<file path="src/lcas_regs.svh">
// Purpose: register map, field positions and reset values of the alarm status block
// Assumes: AXI4-Lite byte address is four times the register index
// Notes: channel register index is channel * 16 plus the low nibble below
`ifndef LCAS_REGS_SVH
`define LCAS_REGS_SVH
`define LCAS_NCH 4'hE
`define LCAS_IDX_EN 4'h4
`define LCAS_IDX_STATE 4'h5
`define LCAS_IDX_CHG 4'h6
`define LCAS_IDX_GCTL 10'h0E0
`define LCAS_IDX_GMODE 10'h0E5
`define LCAS_IDX_ISTAT 10'h0F0
`define LCAS_IDX_IMASK 10'h0F1
`define LCAS_GIE_BIT 0
`define LCAS_OVF_MODE_BIT 7
`define LCAS_B_LCV 4
`define LCAS_B_OVF 8
`define LCAS_RST_BYTE 8'h00
`define LCAS_RST_MASK 14'h3FFF
`define LCAS_RESP_OKAY 2'h0
`define LCAS_RESP_SLVERR 2'h2
`define LCAS_AW 12
`endif

</file>
<file path="src/lcas_pkg.sv">
// Purpose: state types of the alarm status block
// Assumes: widths follow lcas_regs.svh
// Notes: one packed struct per module holds all of its state
package lcas_pkg;
  typedef struct packed {
    logic [8:0] s1;
    logic [8:0] s2;
    logic [7:0] live;
    logic [7:0] chg;
  } lcas_chan_st_t;

  typedef struct packed {
    logic awrdy;
    logic wrdy;
    logic aw_got;
    logic w_got;
    logic bvalid;
    logic [1:0] bresp;
    logic [9:0] widx;
    logic [31:0] wdata;
    logic [3:0] wstrb;
    logic arrdy;
    logic rvalid;
    logic [1:0] rresp;
    logic [31:0] rdata;
    logic [13:0][7:0] en;
    logic global_irq_enable;
    logic ovf_mode;
    logic [13:0] istat;
    logic [13:0] imask;
    logic irq;
  } lcas_top_st_t;
endpackage

</file>
<file path="src/lcas_chan_if.sv">
// Purpose: signals between the register core and one channel's alarm logic
// Assumes: all signals on aclk
// Notes: raw carries unsynchronised pins, bit 8 is the counter overflow
`timescale 1ns/1ps
interface lcas_chan_if;
  logic [8:0] raw;
  logic ovf_mode;
  logic rd_clr;
  logic [7:0] live;
  logic [7:0] chg;
  modport chan(input raw, input ovf_mode, input rd_clr, output live, output chg);
  modport core(output raw, output ovf_mode, output rd_clr, input live, input chg);
endinterface

</file>
<file path="src/lcas_chan.sv">
// Purpose: synchronise one channel's alarm pins, hold live state and change latches
// Assumes: rd_clr pulses in the cycle the change register is read
// Notes: a change in the clearing cycle is kept, set wins over clear
`timescale 1ns/1ps
`include "lcas_regs.svh"
module lcas_chan (
  input logic aclk,
  input logic aresetn,
  lcas_chan_if.chan bus
);
  lcas_pkg::lcas_chan_st_t st_reg;
  lcas_pkg::lcas_chan_st_t st_next;

  always_comb begin
    st_next = st_reg;
    st_next.s1 = bus.raw;
    st_next.s2 = st_reg.s1;
    st_next.live = st_reg.s2[7:0];
    if (st_reg.s2[`LCAS_B_LCV] != 1'b0 && bus.ovf_mode) begin
      st_next.live[`LCAS_B_LCV] = st_reg.s2[`LCAS_B_OVF];
    end else if (bus.ovf_mode) begin
      st_next.live[`LCAS_B_LCV] = st_reg.s2[`LCAS_B_OVF];
    end
    st_next.chg = (st_reg.chg & ~{8{bus.rd_clr}}) | (st_next.live ^ st_reg.live);
  end

  always_ff @(posedge aclk) begin
    if (!aresetn) begin
      st_reg <= '0;
    end else begin
      st_reg <= st_next;
    end
  end

  assign bus.live = st_reg.live;
  assign bus.chg = st_reg.chg;
endmodule

</file>
<file path="src/lcas_top.sv">
// Purpose: per-channel alarm state, change latches and interrupt, AXI4-Lite slave
// Assumes: alarm pins are asynchronous; byte address is four times the register index
// Notes: change reads clear; interrupt summary is sticky, write one to clear
// Functional notes
// - Interrupt pin only when source enable and global irq enable are both one.
// - State bit D7 always shows the equalizer attenuation flag.
// - State bit D6 shows driver failure regardless of masking.
// - State bit D5 is one while FIFO pointers are within three.
// - D4 shows line code errors, or counter overflow when mode bit set.
// - In violation mode D4 is one on violation or excess zeros.
// - State bit D3 is one when a loop code is detected.
// - State bit D2 is one while all-ones signal is detected.
// - State bit D1 is one while receive signal is lost.
// - State bit D0 is one when a test pattern is detected.
// - Each change bit sets whenever its live state changes.
// - Reading the change register clears it.
// - Latched change interrupts when its enable, its channel's imask bit and global enable are one.
//
// Local design decision: the AXI4-Lite register port.
`timescale 1ns/1ps
`include "lcas_regs.svh"
module lcas_top (
  input logic aclk,
  input logic aresetn,
  input logic [`LCAS_AW-1:0] s_axi_awaddr,
  input logic s_axi_awvalid,
  output logic s_axi_awready,
  input logic [31:0] s_axi_wdata,
  input logic [3:0] s_axi_wstrb,
  input logic s_axi_wvalid,
  output logic s_axi_wready,
  output logic [1:0] s_axi_bresp,
  output logic s_axi_bvalid,
  input logic s_axi_bready,
  input logic [`LCAS_AW-1:0] s_axi_araddr,
  input logic s_axi_arvalid,
  output logic s_axi_arready,
  output logic [31:0] s_axi_rdata,
  output logic [1:0] s_axi_rresp,
  output logic s_axi_rvalid,
  input logic s_axi_rready,
  input logic [`LCAS_NCH-1:0] equalizer_loss_alarm,
  input logic [`LCAS_NCH-1:0] driver_failure_alarm,
  input logic [`LCAS_NCH-1:0] fifo_near_limit_alarm,
  input logic [`LCAS_NCH-1:0] line_code_error,
  input logic [`LCAS_NCH-1:0] counter_overflow,
  input logic [`LCAS_NCH-1:0] loop_code_found,
  input logic [`LCAS_NCH-1:0] all_ones_alarm,
  input logic [`LCAS_NCH-1:0] receive_signal_loss,
  input logic [`LCAS_NCH-1:0] test_pattern_match,
  output logic irq
);
  lcas_pkg::lcas_top_st_t st_reg;
  lcas_pkg::lcas_top_st_t st_next;

  logic [`LCAS_NCH-1:0][7:0] live_a;
  logic [`LCAS_NCH-1:0][7:0] chg_a;
  logic [`LCAS_NCH-1:0] pend;
  logic [`LCAS_NCH-1:0] rd_clr;
  logic hs_aw;
  logic hs_w;
  logic hs_ar;
  logic [9:0] ridx;
  logic [3:0] rch;
  logic rch_ok;
  logic rd_hit;
  logic rd_is_chg;
  logic [31:0] rd_data;
  logic [3:0] wch;
  logic wch_ok;
  logic wr_hit;

  // Each channel owns a private copy of its enable, state and change registers
  for (genvar i = 0; i < `LCAS_NCH; i++) begin : g_ch
    lcas_chan_if cif();
    assign cif.raw = {counter_overflow[i], equalizer_loss_alarm[i], driver_failure_alarm[i],
      fifo_near_limit_alarm[i], line_code_error[i], loop_code_found[i], all_ones_alarm[i],
      receive_signal_loss[i], test_pattern_match[i]};
    assign cif.ovf_mode = st_reg.ovf_mode;
    assign cif.rd_clr = rd_clr[i];
    assign live_a[i] = cif.live;
    assign chg_a[i] = cif.chg;
    assign pend[i] = |(cif.chg & st_reg.en[i]);
    lcas_chan u_chan (
      .aclk(aclk),
      .aresetn(aresetn),
      .bus(cif.chan)
    );
  end

  assign hs_aw = s_axi_awvalid & st_reg.awrdy;
  assign hs_w = s_axi_wvalid & st_reg.wrdy;
  assign hs_ar = s_axi_arvalid & st_reg.arrdy;

  // Read decode: channel registers sit at channel * 16 plus a low index
  always_comb begin
    ridx = s_axi_araddr[`LCAS_AW-1:2];
    rch = ridx[7:4];
    rch_ok = (ridx[9:8] == 2'h0) && (rch < `LCAS_NCH);
    rd_hit = 1'b0;
    rd_is_chg = 1'b0;
    rd_data = 32'h0000_0000;
    if (rch_ok) begin
      unique case (ridx[3:0])
        `LCAS_IDX_EN: begin
          rd_hit = 1'b1;
          rd_data[7:0] = st_reg.en[rch];
        end
        `LCAS_IDX_STATE: begin
          rd_hit = 1'b1;
          rd_data[7:0] = live_a[rch];
        end
        `LCAS_IDX_CHG: begin
          rd_hit = 1'b1;
          rd_is_chg = 1'b1;
          rd_data[7:0] = chg_a[rch];
        end
        default: begin
          rd_hit = 1'b0;
        end
      endcase
    end
    if (ridx == `LCAS_IDX_GCTL) begin
      rd_hit = 1'b1;
      rd_data[`LCAS_GIE_BIT] = st_reg.global_irq_enable;
    end
    if (ridx == `LCAS_IDX_GMODE) begin
      rd_hit = 1'b1;
      rd_data[`LCAS_OVF_MODE_BIT] = st_reg.ovf_mode;
    end
    if (ridx == `LCAS_IDX_ISTAT) begin
      rd_hit = 1'b1;
      rd_data[13:0] = st_reg.istat;
    end
    if (ridx == `LCAS_IDX_IMASK) begin
      rd_hit = 1'b1;
      rd_data[13:0] = st_reg.imask;
    end
  end

  // Clear pulse reaches the channel in the same cycle its change bits are sampled
  always_comb begin
    rd_clr = '0;
    if (hs_ar && rd_is_chg) begin
      rd_clr[rch] = 1'b1;
    end
  end

  assign wch = st_reg.widx[7:4];
  assign wch_ok = (st_reg.widx[9:8] == 2'h0) && (wch < `LCAS_NCH);
  assign wr_hit = (wch_ok && (st_reg.widx[3:0] == `LCAS_IDX_EN ||
    st_reg.widx[3:0] == `LCAS_IDX_STATE || st_reg.widx[3:0] == `LCAS_IDX_CHG)) ||
    st_reg.widx == `LCAS_IDX_GCTL || st_reg.widx == `LCAS_IDX_GMODE ||
    st_reg.widx == `LCAS_IDX_ISTAT || st_reg.widx == `LCAS_IDX_IMASK;

  always_comb begin
    st_next = st_reg;
    if (hs_aw) begin
      st_next.aw_got = 1'b1;
      st_next.widx = s_axi_awaddr[`LCAS_AW-1:2];
    end
    if (hs_w) begin
      st_next.w_got = 1'b1;
      st_next.wdata = s_axi_wdata;
      st_next.wstrb = s_axi_wstrb;
    end
    if (st_reg.bvalid && s_axi_bready) begin
      st_next.bvalid = 1'b0;
    end
    // Sticky summary; a new pending change outranks a software clear
    st_next.istat = st_reg.istat;
    // Writes take effect once address and data are both held
    if (st_reg.aw_got && st_reg.w_got) begin
      st_next.aw_got = 1'b0;
      st_next.w_got = 1'b0;
      st_next.bvalid = 1'b1;
      st_next.bresp = wr_hit ? `LCAS_RESP_OKAY : `LCAS_RESP_SLVERR;
      if (wch_ok && st_reg.widx[3:0] == `LCAS_IDX_EN && st_reg.wstrb[0]) begin
        st_next.en[wch] = st_reg.wdata[7:0];
      end
      if (st_reg.widx == `LCAS_IDX_GCTL && st_reg.wstrb[0]) begin
        st_next.global_irq_enable = st_reg.wdata[`LCAS_GIE_BIT];
      end
      if (st_reg.widx == `LCAS_IDX_GMODE && st_reg.wstrb[0]) begin
        st_next.ovf_mode = st_reg.wdata[`LCAS_OVF_MODE_BIT];
      end
      if (st_reg.widx == `LCAS_IDX_ISTAT) begin
        if (st_reg.wstrb[0]) begin
          st_next.istat[7:0] = st_reg.istat[7:0] & ~st_reg.wdata[7:0];
        end
        if (st_reg.wstrb[1]) begin
          st_next.istat[13:8] = st_reg.istat[13:8] & ~st_reg.wdata[13:8];
        end
      end
      if (st_reg.widx == `LCAS_IDX_IMASK) begin
        if (st_reg.wstrb[0]) begin
          st_next.imask[7:0] = st_reg.wdata[7:0];
        end
        if (st_reg.wstrb[1]) begin
          st_next.imask[13:8] = st_reg.wdata[13:8];
        end
      end
    end
    st_next.istat = st_next.istat | pend;
    st_next.awrdy = ~st_next.aw_got & ~st_next.bvalid;
    st_next.wrdy = ~st_next.w_got & ~st_next.bvalid;
    if (st_reg.rvalid && s_axi_rready) begin
      st_next.rvalid = 1'b0;
    end
    if (hs_ar) begin
      st_next.rvalid = 1'b1;
      st_next.rdata = rd_data;
      st_next.rresp = rd_hit ? `LCAS_RESP_OKAY : `LCAS_RESP_SLVERR;
    end
    st_next.arrdy = ~st_next.rvalid;
    // Global enable gates the pin, not the latching, so nothing is lost while off;
    // the pin follows the latched changes, the sticky summary only locates them
    st_next.irq = st_reg.global_irq_enable & |(pend & st_reg.imask);
  end

  always_ff @(posedge aclk) begin
    if (!aresetn) begin
      st_reg <= '0;
      st_reg.imask <= `LCAS_RST_MASK;
    end else begin
      st_reg <= st_next;
    end
  end

  assign s_axi_awready = st_reg.awrdy;
  assign s_axi_wready = st_reg.wrdy;
  assign s_axi_bvalid = st_reg.bvalid;
  assign s_axi_bresp = st_reg.bresp;
  assign s_axi_arready = st_reg.arrdy;
  assign s_axi_rvalid = st_reg.rvalid;
  assign s_axi_rdata = st_reg.rdata;
  assign s_axi_rresp = st_reg.rresp;
  assign irq = st_reg.irq;
endmodule

</file>
<file path="config.mk">
export PLATFORM = sky130hd
export DESIGN_NAME = lcas_top
export DESIGN_NICKNAME = d
export VERILOG_FILES = /design/src/lcas_pkg.sv /design/src/lcas_chan_if.sv /design/src/lcas_chan.sv /design/src/lcas_top.sv
export VERILOG_INCLUDE_DIRS = /design/src
export SDC_FILE = /design/constraint.sdc
export NUM_CORES = 1
export LEC_CHECK = 0
export BUFFER_PORTS_ARGS = -buffer_cell sky130_fd_sc_hd__buf_2
export CORE_UTILIZATION = 60
export CTS_BUF_LIST = sky130_fd_sc_hd__clkbuf_2
export DETAILED_ROUTE_END_ITERATION = 8
export GPL_ROUTABILITY_DRIVEN = 1
export PLACE_DENSITY = 0.82
export SLEW_MARGIN = 20
export SYNTH_ARGS = -nofsm -noshare
export SYNTH_HDL_FRONTEND = slang
export SYNTH_SLANG_ARGS = --single-unit
</file>
<file path="constraint.sdc">
create_clock -name aclk -period 2.8 [get_ports aclk]
set_input_delay 0.56 -clock aclk [delete_from_list [all_inputs] [get_ports aclk]]
set_output_delay 0.56 -clock aclk [all_outputs]
set_load 0.03 [all_outputs]
</file>
==> impl_summary.log, run 1 <==
[metrics] antenna violations before repair: 10
[metrics] share of total power in the clock network: 0.356
[metrics] fraction of final layout cells with drive strength greater than 1: 0.174
[metrics] gate count of the mapped netlist: ~2600
[metrics] Worst-Margin Slew: ~1.2 ns
[metrics] headroom to the max-slew limit: 0.200
[metrics] async set or reset register ratio after synthesis: 0
[metrics] number of vias in the routed layout: roughly 25000
[metrics] largest fanout on the critical path: 8
[metrics] core region area: about 0.042 mm2
[metrics] share of the synthesized area in the top cell type: 0.518
[metrics] clock root buffer master: sky130_fd_sc_hd__clkbuf_2
[metrics] RSZ-0062 raised after global routing: no
[metrics] class of the tightest hold or removal check: in2reg
[metrics] number of H-tree levels: 4
[metrics] Die Outline Area: about 0.044 mm2
[metrics] register bit total from synthesis: approximately 670
[metrics] Setup crit start kind: flip-flop
[metrics] FILL cells: 2336
[metrics] half-perimeter wire length after detailed placement: between 50000 and 60000 um
[metrics] # clock sinks: between 600 and 700
[metrics] max frequency: around 370 MHz
[metrics] clock slew seen by the registers of the worst setup and hold paths: 0.12 ns
[metrics] endpoint class of the critical path: flip-flop
[metrics] insertion delay of the later-clocked pin in the worst-skew pair: 1.47 ns
[metrics] library cell with the highest instance count after synthesis: sky130_fd_sc_hd__dfxtp_1
[metrics] sequential fraction of the synthesis area: 0.518
[metrics] most numerous cell types in the synthesized netlist: sky130_fd_sc_hd__dfxtp_1, sky130_fd_sc_hd__and2_1, sky130_fd_sc_hd__nand2_1, sky130_fd_sc_hd__nor2b_1, sky130_fd_sc_hd__a21oi_1
[metrics] Detail Route Antenna Nets: 0
[metrics] worst-case register-to-register setup slack: 0.12 ns
[metrics] count of unresolved DRC violations after routing: 4
[metrics] buffer levels on the longest clock path: 3
[metrics] proportion of total power due to net switching: 0.310
[metrics] multi-input combinational cell area: between 0.01 and 0.015 mm2
[metrics] chip height: 210 um
[metrics] effective utilization at floorplan: 0.612
[metrics] Post-Syn Area: roughly 0.026 mm2
[metrics] post-synthesis average cell area: between 9 and 10 um2
[metrics] number of enable-type register cells in the synthesized netlist: 0
[metrics] area growth from synthesis to final layout: 29.2%
[metrics] post-synth cell types: slightly below 60
[metrics] average wire per standard cell: between 20 and 30 um
[metrics] clock buffers created by TritonCTS: 160
[metrics] count of synthesis-stage warnings from yosys: 0
[metrics] peak supply drop: roughly 0.76 mV
[metrics] Placement Rows: 75
[metrics] shortest clock period the worst path allows after layout: approximately 2.7 ns
[metrics] net switching power figure: slightly below 6 mW
[metrics] required arrival time at the worst endpoint: 4.03 ns
[metrics] Fin Setup TNS: 0 ns
[metrics] fraction of power consumed by combinational cells: 0.105
[metrics] maximum number of pins on one net before global-route repair: 147
[metrics] vias in the first global route: between 20000 and 25000
[metrics] number of DRC violations after detailed-routing iteration 0: around 3800
[metrics] WS Path Type: reg2reg
[metrics] Main synth FF type: sky130_fd_sc_hd__dfxtp_1
[metrics] pwr dens: around 570 mW/mm2
[metrics] Post-CTS Setup Inserts: 0
[metrics] Leak: roughly 14 nW
[metrics] last weighted congestion value of the routability-driven placer: between 1 and 1.5
[metrics] WL final: between 100000 and 150000 um
[metrics] flip-flop count of the largest register after layout: ~220
[metrics] global-route total usage across every layer: 0.468
[metrics] Internal Power: 13.2 mW
[metrics] Final Hold Fails: 0
[metrics] result of the run: finished with violations
[metrics] storage element area: about 0.013 mm2
[metrics] number of optimization iterations in the first detailed-route pass: 9
[metrics] power share of the sequential group: 0.539
[metrics] Max Slew Vio Count: 0
[metrics] Post-Route Skew: ~0.12 ns
[metrics] dominant cells by area after synthesis: sky130_fd_sc_hd__dfxtp_1, sky130_fd_sc_hd__and2_1, sky130_fd_sc_hd__mux2i_1
[metrics] routed via count divided by cell count: 6.16
[metrics] library cell occupying the most area in the post-synthesis netlist: sky130_fd_sc_hd__dfxtp_1
[metrics] DIE WIDTH: around 210 um
[metrics] final setup violation count: 0
[metrics] total congestion overflow: 0
[metrics] buffers added on ports: 190
[metrics] first-pass GRT wire length: 153000 um
[metrics] power consumption: ~19 mW
[metrics] failing checks: DRC
[metrics] period utilisation layout: 0.959
[metrics] Arrival @ worst endpoint: 3.91 ns
[metrics] net total in the final layout: ~3500
[metrics] count of maximum capacitance violations: 0
[metrics] Top Ports: roughly 240
[metrics] CTS tree: built
[logic make-up (layout without fill, tap and decap cells)]
group                     count (synthesis)  in the layout  share of synthesized area
AOI/OAI and AO/OA                       462            462                      0.120
muxes                                   188            188                     0.0828
and+or+nand+nor                         997            997                      0.208
DFF                                     668            668                      0.518
xor gates and xnor gates                112            112                     0.0380
buffers and inverters                   190           1010                     0.0338
other                                     1             32                   0.000145
[final timing paths]
path	startpoint	to	depth (start not counted)
setup reg to reg	st_reg[215]	st_reg[96]	6
setup / recovery	st_reg[215]	st_reg[96]	6
hold reg to reg	g_ch[1].u_chan.st_next[16]	g_ch[1].u_chan.st_next[8]	1
hold / removal	s_axi_rready	s_axi_rvalid	4
[cells in the final DEF (no fill, tap or decap), types with 12 or more instances in the layout]
cell	instances
sky130_fd_sc_hd__and2_1	359
sky130_fd_sc_hd__a22oi_1	70
sky130_fd_sc_hd__diode_2	12
sky130_fd_sc_hd__nor3_1	17
sky130_fd_sc_hd__buf_4	97
sky130_fd_sc_hd__xnor2_1	14
sky130_fd_sc_hd__nand4_1	17
sky130_fd_sc_hd__nor2b_1	163
sky130_fd_sc_hd__mux4_2	17
sky130_fd_sc_hd__o22ai_1	34
sky130_fd_sc_hd__clkinv_1	27
sky130_fd_sc_hd__clkbuf_2	229
sky130_fd_sc_hd__mux2i_1	136
sky130_fd_sc_hd__nand3_1	16
sky130_fd_sc_hd__a21boi_0	114
sky130_fd_sc_hd__o221ai_1	12
sky130_fd_sc_hd__conb_1	20
sky130_fd_sc_hd__mux2_2	35
sky130_fd_sc_hd__buf_2	188
sky130_fd_sc_hd__dlygate4sd3_1	440
sky130_fd_sc_hd__nor2_1	43
sky130_fd_sc_hd__dfxtp_1	668
sky130_fd_sc_hd__a21oi_1	139
sky130_fd_sc_hd__o21ai_0	13
sky130_fd_sc_hd__a31oi_1	13
sky130_fd_sc_hd__nand2_1	330
sky130_fd_sc_hd__xor2_1	98
[final cells by class]
cell class                 instances  area share
timing repair buffer             735       0.187
multi-input combinational       1779       0.349
antenna                           12    0.000899
sequential                       668       0.400
clock buffer                     229      0.0343
tap                              539      0.0202
clock inverter                    39     0.00641
inverter                           7    0.000787
[critical path, cell delays in order (launching register included)]
cell and delay [ns]:
sky130_fd_sc_hd__dfxtp_1 0.42, sky130_fd_sc_hd__nand4b_1 0.32, sky130_fd_sc_hd__or4b_1 0.61, sky130_fd_sc_hd__nor3b_1 0.51, sky130_fd_sc_hd__nand2_1 0.40, sky130_fd_sc_hd__nand2_1 0.16, sky130_fd_sc_hd__a21boi_0 0.09
[timing repair]
action                                  in CTS  in global routing
endpoints found under the hold margin      426                  0
hold buffers                               440                  0
gates resized for setup                      0                  1
endpoints found under the setup margin       0                  1
[power by group through the flow]
stage / clock network (mW) / registers, mW / logic, mW
2_1_floorplan: 0 / 10.2 / 0.925
3_3_place_gp: 0 / 10.4 / 1.28
3_5_place_dp: 0 / 10.4 / 1.32
4_1_cts: 6.16 / 10.2 / 1.77
5_1_grt: 7.19 / 10.3 / 2.08
6_report: 6.80 / 10.3 / 2.01
[per-layer routing]
| metal | global-route usage | up-vias | part of all wire |
|---|---|---|---|
| met5 | 0 | - | 0.00039 |
| met4 | 0.270 | 6 | 0.069 |
| met3 | 0.113 | 569 | 0.11 |
| met2 | 0.742 | 2055 | 0.45 |
| met1 | 0.585 | 11700 | 0.37 |
| li1 | - | 10300 | - |
[through the flow]
step | setup WS (ns) | hold slack, ns | util | cell area (um2) | std cells
floorplan | 0.424 | 0.412 | - | 25900 | 2637
global placement | 0.109 | 0.414 | 0.653 | 27600 | 3288
detailed placement | 0.119 | 0.418 | 0.653 | 27600 | 3288
CTS | 0.133 | 0.00522 | 0.790 | 33400 | 3996
global route | 0.00215 | 0.0971 | 0.791 | 33400 | 4007
finish | 0.116 | 0.125 | 0.791 | 33400 | 4008
(Power assumes the default switching activity.)
==> run 2: changes to the inputs <==
--- a/config.mk
+++ b/config.mk
@@ -6,6 +6,7 @@
 export SDC_FILE = /design/constraint.sdc
 export NUM_CORES = 1
 export LEC_CHECK = 0
+export ABC_AREA = 1
 export BUFFER_PORTS_ARGS = -buffer_cell sky130_fd_sc_hd__buf_2
 export CORE_UTILIZATION = 60
 export CTS_BUF_LIST = sky130_fd_sc_hd__clkbuf_2
==> run 2 against run 1 <==
Compared with the run above:
- die area decreased by 0.78%
- worst setup slack improved by 0.23 ns
- hold slack worse by 0.039 ns
- cell count grew 11%
- the flow now finishes without violations
- highest routed layer is now met4
- core utilization down 5.2 points
- clock power shrank 4.7%
- sequential share of layout area rose by 3.0 points
==> impl_summary.log, run 2 <==
[metrics] result of the run: finished clean
[metrics] max frequency: 407 MHz (+9.3%)
[metrics] library cell occupying the most area in the post-synthesis netlist: sky130_fd_sc_hd__dfxtp_1
[metrics] Hold Path Sink: g_ch[4].u_chan.st_next[17]
[metrics] global-route total usage across every layer: 0.382 (-0.0865)
[metrics] antenna violations before repair: 9 (-1)
[metrics] Main synth FF type: sky130_fd_sc_hd__dfxtp_1
[metrics] Fin Setup TNS: 0 ns (unchanged)
[metrics] total congestion overflow: 0 (unchanged)
[metrics] gate count of the mapped netlist: 3314 (+27%)
[metrics] RSZ-0062 raised after global routing: no
[metrics] endpoint of the lowest-slack register-to-register path: st_reg[180]
[metrics] Top Ports: 235 (unchanged)
[metrics] count of buffer and inverter cells on the critical path: 3 (+3)
[metrics] required arrival time at the worst endpoint: 3.93 ns (-0.10 ns)
[metrics] count of maximum capacitance violations: 0 (unchanged)
[metrics] FILL cells: 3045 (+30%)
[metrics] shortest clock period the worst path allows after layout: 2.45 ns (-0.229 ns)
[metrics] highest cell delay on the worst timing path: 0.62 ns (about the same)
[metrics] net total in the final layout: 4000 (+13%)
[metrics] most common cell after layout, fill and taps aside: sky130_fd_sc_hd__nand2_1
[metrics] clock slew seen by the registers of the worst setup and hold paths: 0.15 ns (+0.03 ns)
[metrics] clock buffers created by TritonCTS: 156 (-2.5%)
[metrics] worst-case register-to-register setup slack: 0.35 ns (+0.23 ns)
[metrics] core region area: 0.0420 mm2 (-0.44%)
[metrics] Final Non-Filler Cells: 4465 (+11%)
[metrics] count of unresolved DRC violations after routing: 0 (-4)
[metrics] buffers added on ports: 190 (unchanged)
[metrics] most frequent cells in the layout: sky130_fd_sc_hd__nand2_1, sky130_fd_sc_hd__dfxtp_1, sky130_fd_sc_hd__inv_1
[metrics] length in cells of the worst reg-to-reg path: 6 (unchanged)
[metrics] Post-Route Skew: 0.112 ns (-0.00675 ns)
[metrics] half-perimeter wire length after detailed placement: 50600 um (-12%)
[metrics] reg-to-reg critical path startpoint: s_axi_wready
[metrics] largest fanout on the critical path: 18 (+10)
[metrics] Max Slew Vio Count: 0 (unchanged)
[metrics] hold path depth: 4 (unchanged)
[metrics] first-pass GRT wire length: 128000 um (-16%)
[metrics] insertion delay of the later-clocked pin in the worst-skew pair: 1.24 ns (-0.23 ns)
[metrics] most numerous cell types in the synthesized netlist: sky130_fd_sc_hd__nand2_1, sky130_fd_sc_hd__dfxtp_1, sky130_fd_sc_hd__inv_1, sky130_fd_sc_hd__a21oi_1, sky130_fd_sc_hd__o21ai_0
[metrics] number of optimization iterations in the first detailed-route pass: 6 (-3)
[metrics] endpoint class of the critical path: flip-flop
[metrics] WS Path Type: reg2reg
[metrics] buffer levels on the longest clock path: 3 (unchanged)
[metrics] Leak: 15.2 nW (+7.8%)
[metrics] dominant cells by area after synthesis: sky130_fd_sc_hd__dfxtp_1, sky130_fd_sc_hd__nand2_1, sky130_fd_sc_hd__inv_1
[metrics] Arrival @ worst endpoint: 3.58 ns (-0.33 ns)
[metrics] number of enable-type register cells in the synthesized netlist: 0 (unchanged)
[metrics] CTS tree: built
[metrics] flip-flop count of the largest register after layout: 224 (unchanged)
[metrics] worst setup path startpoint: s_axi_wready
[metrics] clock root buffer master: sky130_fd_sc_hd__clkbuf_2
[metrics] area growth from synthesis to final layout: 21.2%
[metrics] sequence of cells on the critical path: nand2_1, buf_4, o21ai_0, dlygate4sd3_1, a21oi_1, dlygate4sd3_1
[metrics] vias in the first global route: 23800 (-3.5%)
[metrics] number of DRC violations after detailed-routing iteration 0: 2922 (-23%)
[metrics] fraction of final layout cells with drive strength greater than 1: 0.134 (-0.0406)
[metrics] average wire per standard cell: 18.8 um (-30%)
[metrics] maximum number of pins on one net before global-route repair: 126 (-14%)
[metrics] register bit total from synthesis: 668 (unchanged)
[metrics] sequential fraction of the synthesis area: 0.522 (+0.00409)
[metrics] DIE WIDTH: 209 um (-0.39%)
[metrics] period utilisation layout: 0.877 (-0.0819)
[metrics] Die Outline Area: 0.0436 mm2 (-0.78%)
[metrics] post-synth cell types: 40 (-32%)
[metrics] library cell with the highest instance count after synthesis: sky130_fd_sc_hd__nand2_1
[metrics] class of the tightest hold or removal check: in2reg
[metrics] cell at the slowest stage of the critical path: sky130_fd_sc_hd__dlygate4sd3_1
[metrics] Post-Syn Area: 0.0256 mm2 (-0.78%)
[metrics] Setup WS post-layout: 0.345 ns (+0.229 ns)
[metrics] async set or reset register ratio after synthesis: 0 (unchanged)
[metrics] Placement Rows: 75 (unchanged)
[metrics] startpoint of the worst hold path: receive_signal_loss[4]
[metrics] Setup crit start kind: flip-flop
[metrics] peak supply drop: 0.389 mV (-49%)
[metrics] pwr dens: 592 mW/mm2 (+3.5%)
[metrics] Post-CTS Setup Inserts: 0 (unchanged)
[metrics] number of H-tree levels: 4 (unchanged)
[metrics] count of synthesis-stage warnings from yosys: 0 (unchanged)
[metrics] final setup violation count: 0 (unchanged)
[metrics] final-layout worst hold slack: 0.0857 ns (-0.0392 ns)
[metrics] # clock sinks: 668 (unchanged)
[metrics] WL final: 84000 um (-22%)
[metrics] last weighted congestion value of the routability-driven placer: 1.01 (-0.56%)
[metrics] chip height: 209 um (-0.39%)
[metrics] Most common cell on crit path: sky130_fd_sc_hd__dlygate4sd3_1
[metrics] effective utilization at floorplan: 0.610 (-0.00209)
[metrics] Final Hold Fails: 0 (unchanged)
[metrics] post-placement setup slack: 0.303 ns (+0.184 ns)
[metrics] Worst-Margin Slew: 0.887 ns (-0.312 ns)
[metrics] share of the synthesized area in the top cell type: 0.522 (+0.00409)
[metrics] Detail Route Antenna Nets: 0 (unchanged)
[metrics] post-synthesis average cell area: 7.74 um2 (-22%)
[metrics] number of vias in the routed layout: 24200 (-2.0%)
[metrics] number of cells in the design after placement: 3923 (+19%)
[metrics] routed via count divided by cell count: 5.41 (-12%)
[metrics] dominant delay contributor by cell family on the critical path: buffers and inverters
[metrics] headroom to the max-slew limit: 0.408 (+0.208)
## run 2: changes by cell type after synthesis, sizes merged, moves of 33 or more
| cell | delta |
|---|---|
| and2 | -359 |
| mux2 | -35 |
| nor2b | -163 |
| xor2 | -84 |
| a21oi | +130 |
| a21boi | -125 |
| mux2i | -122 |
| o22ai | +33 |
| inv | +565 |
| o21ai | +243 |
| nor2 | +102 |
| nand2 | +488 |
| xnor2 | +84 |
## run 2: worst max path at each step
stage	to	depth (start not counted)	slack [ns]
after global routing	st_reg[180]	6	0.30
after global placement	s_axi_rdata[3]	13	0.30
after detailed placement	s_axi_rdata[2]	14	0.30
final	st_reg[180]	6	0.35
after floorplan	s_axi_rdata[1]	12	0.89
after CTS	s_axi_rdata[0]	12	0.08
## run 2: report_power, final
part	switching (mW)	leakage, nW	internal, mW
combinational	0.997	8.65	0.722
sequential	0.309	5.47	9.88
clock	3.93	1.09	2.55
total	5.24	15.2	13.1
## run 2: layout make-up
cell class	count	area, um2	share of cell area
clock buffer	230	1150	0.0370
inverter	573	2150	0.0693
multi-input combinational	1902	9280	0.299
antenna	10	25.0	0.000805
clock inverter	37	259	0.00834
tap	539	674	0.0217
sequential	668	13400	0.430
timing repair buffer	506	4160	0.134
## run 2: per-layer routing
metal	global-route usage	part of all wire	up-vias
met5	0	0	-
met2	0.608	0.45	1464
met4	0.277	0.069	0
met3	0.0846	0.10	367
met1	0.456	0.38	11000
li1	-	-	11400
## run 2: worst min-delay path: cells and delay by family
family / cells / cell delay (ns)
and+or+nand+nor: 1 / 0.04
buffers and inverters: 3 / 0.66
## run 2: what timing repair did
action / CTS / global route
hold endpoints to repair: 360 / 0
resized for setup: 0 / 0
hold buffers: 266 / 0
endpoints found under the setup margin: 0 / 1
## run 2: kinds of logic after synthesis
logic type             after synthesis  share of synthesized area
XOR/XNOR                           112                     0.0383
AO/OA/AOI/OAI                      721                      0.157
other                                1                   0.000146
multiplexers                        14                    0.00547
AND/OR/NAND/NOR                   1035                      0.158
buffers and inverters              763                      0.120
flip-flops                         668                      0.522
## run 2: through the flow
step                utilization  area [um2]  total power [mW]
finish                    0.739       31100              18.4
detailed placement        0.642       27000              11.7
global placement          0.642       27000              11.6
CTS                       0.739       31100              18.1
floorplan                     -       25700              11.1
global route              0.739       31100              19.1
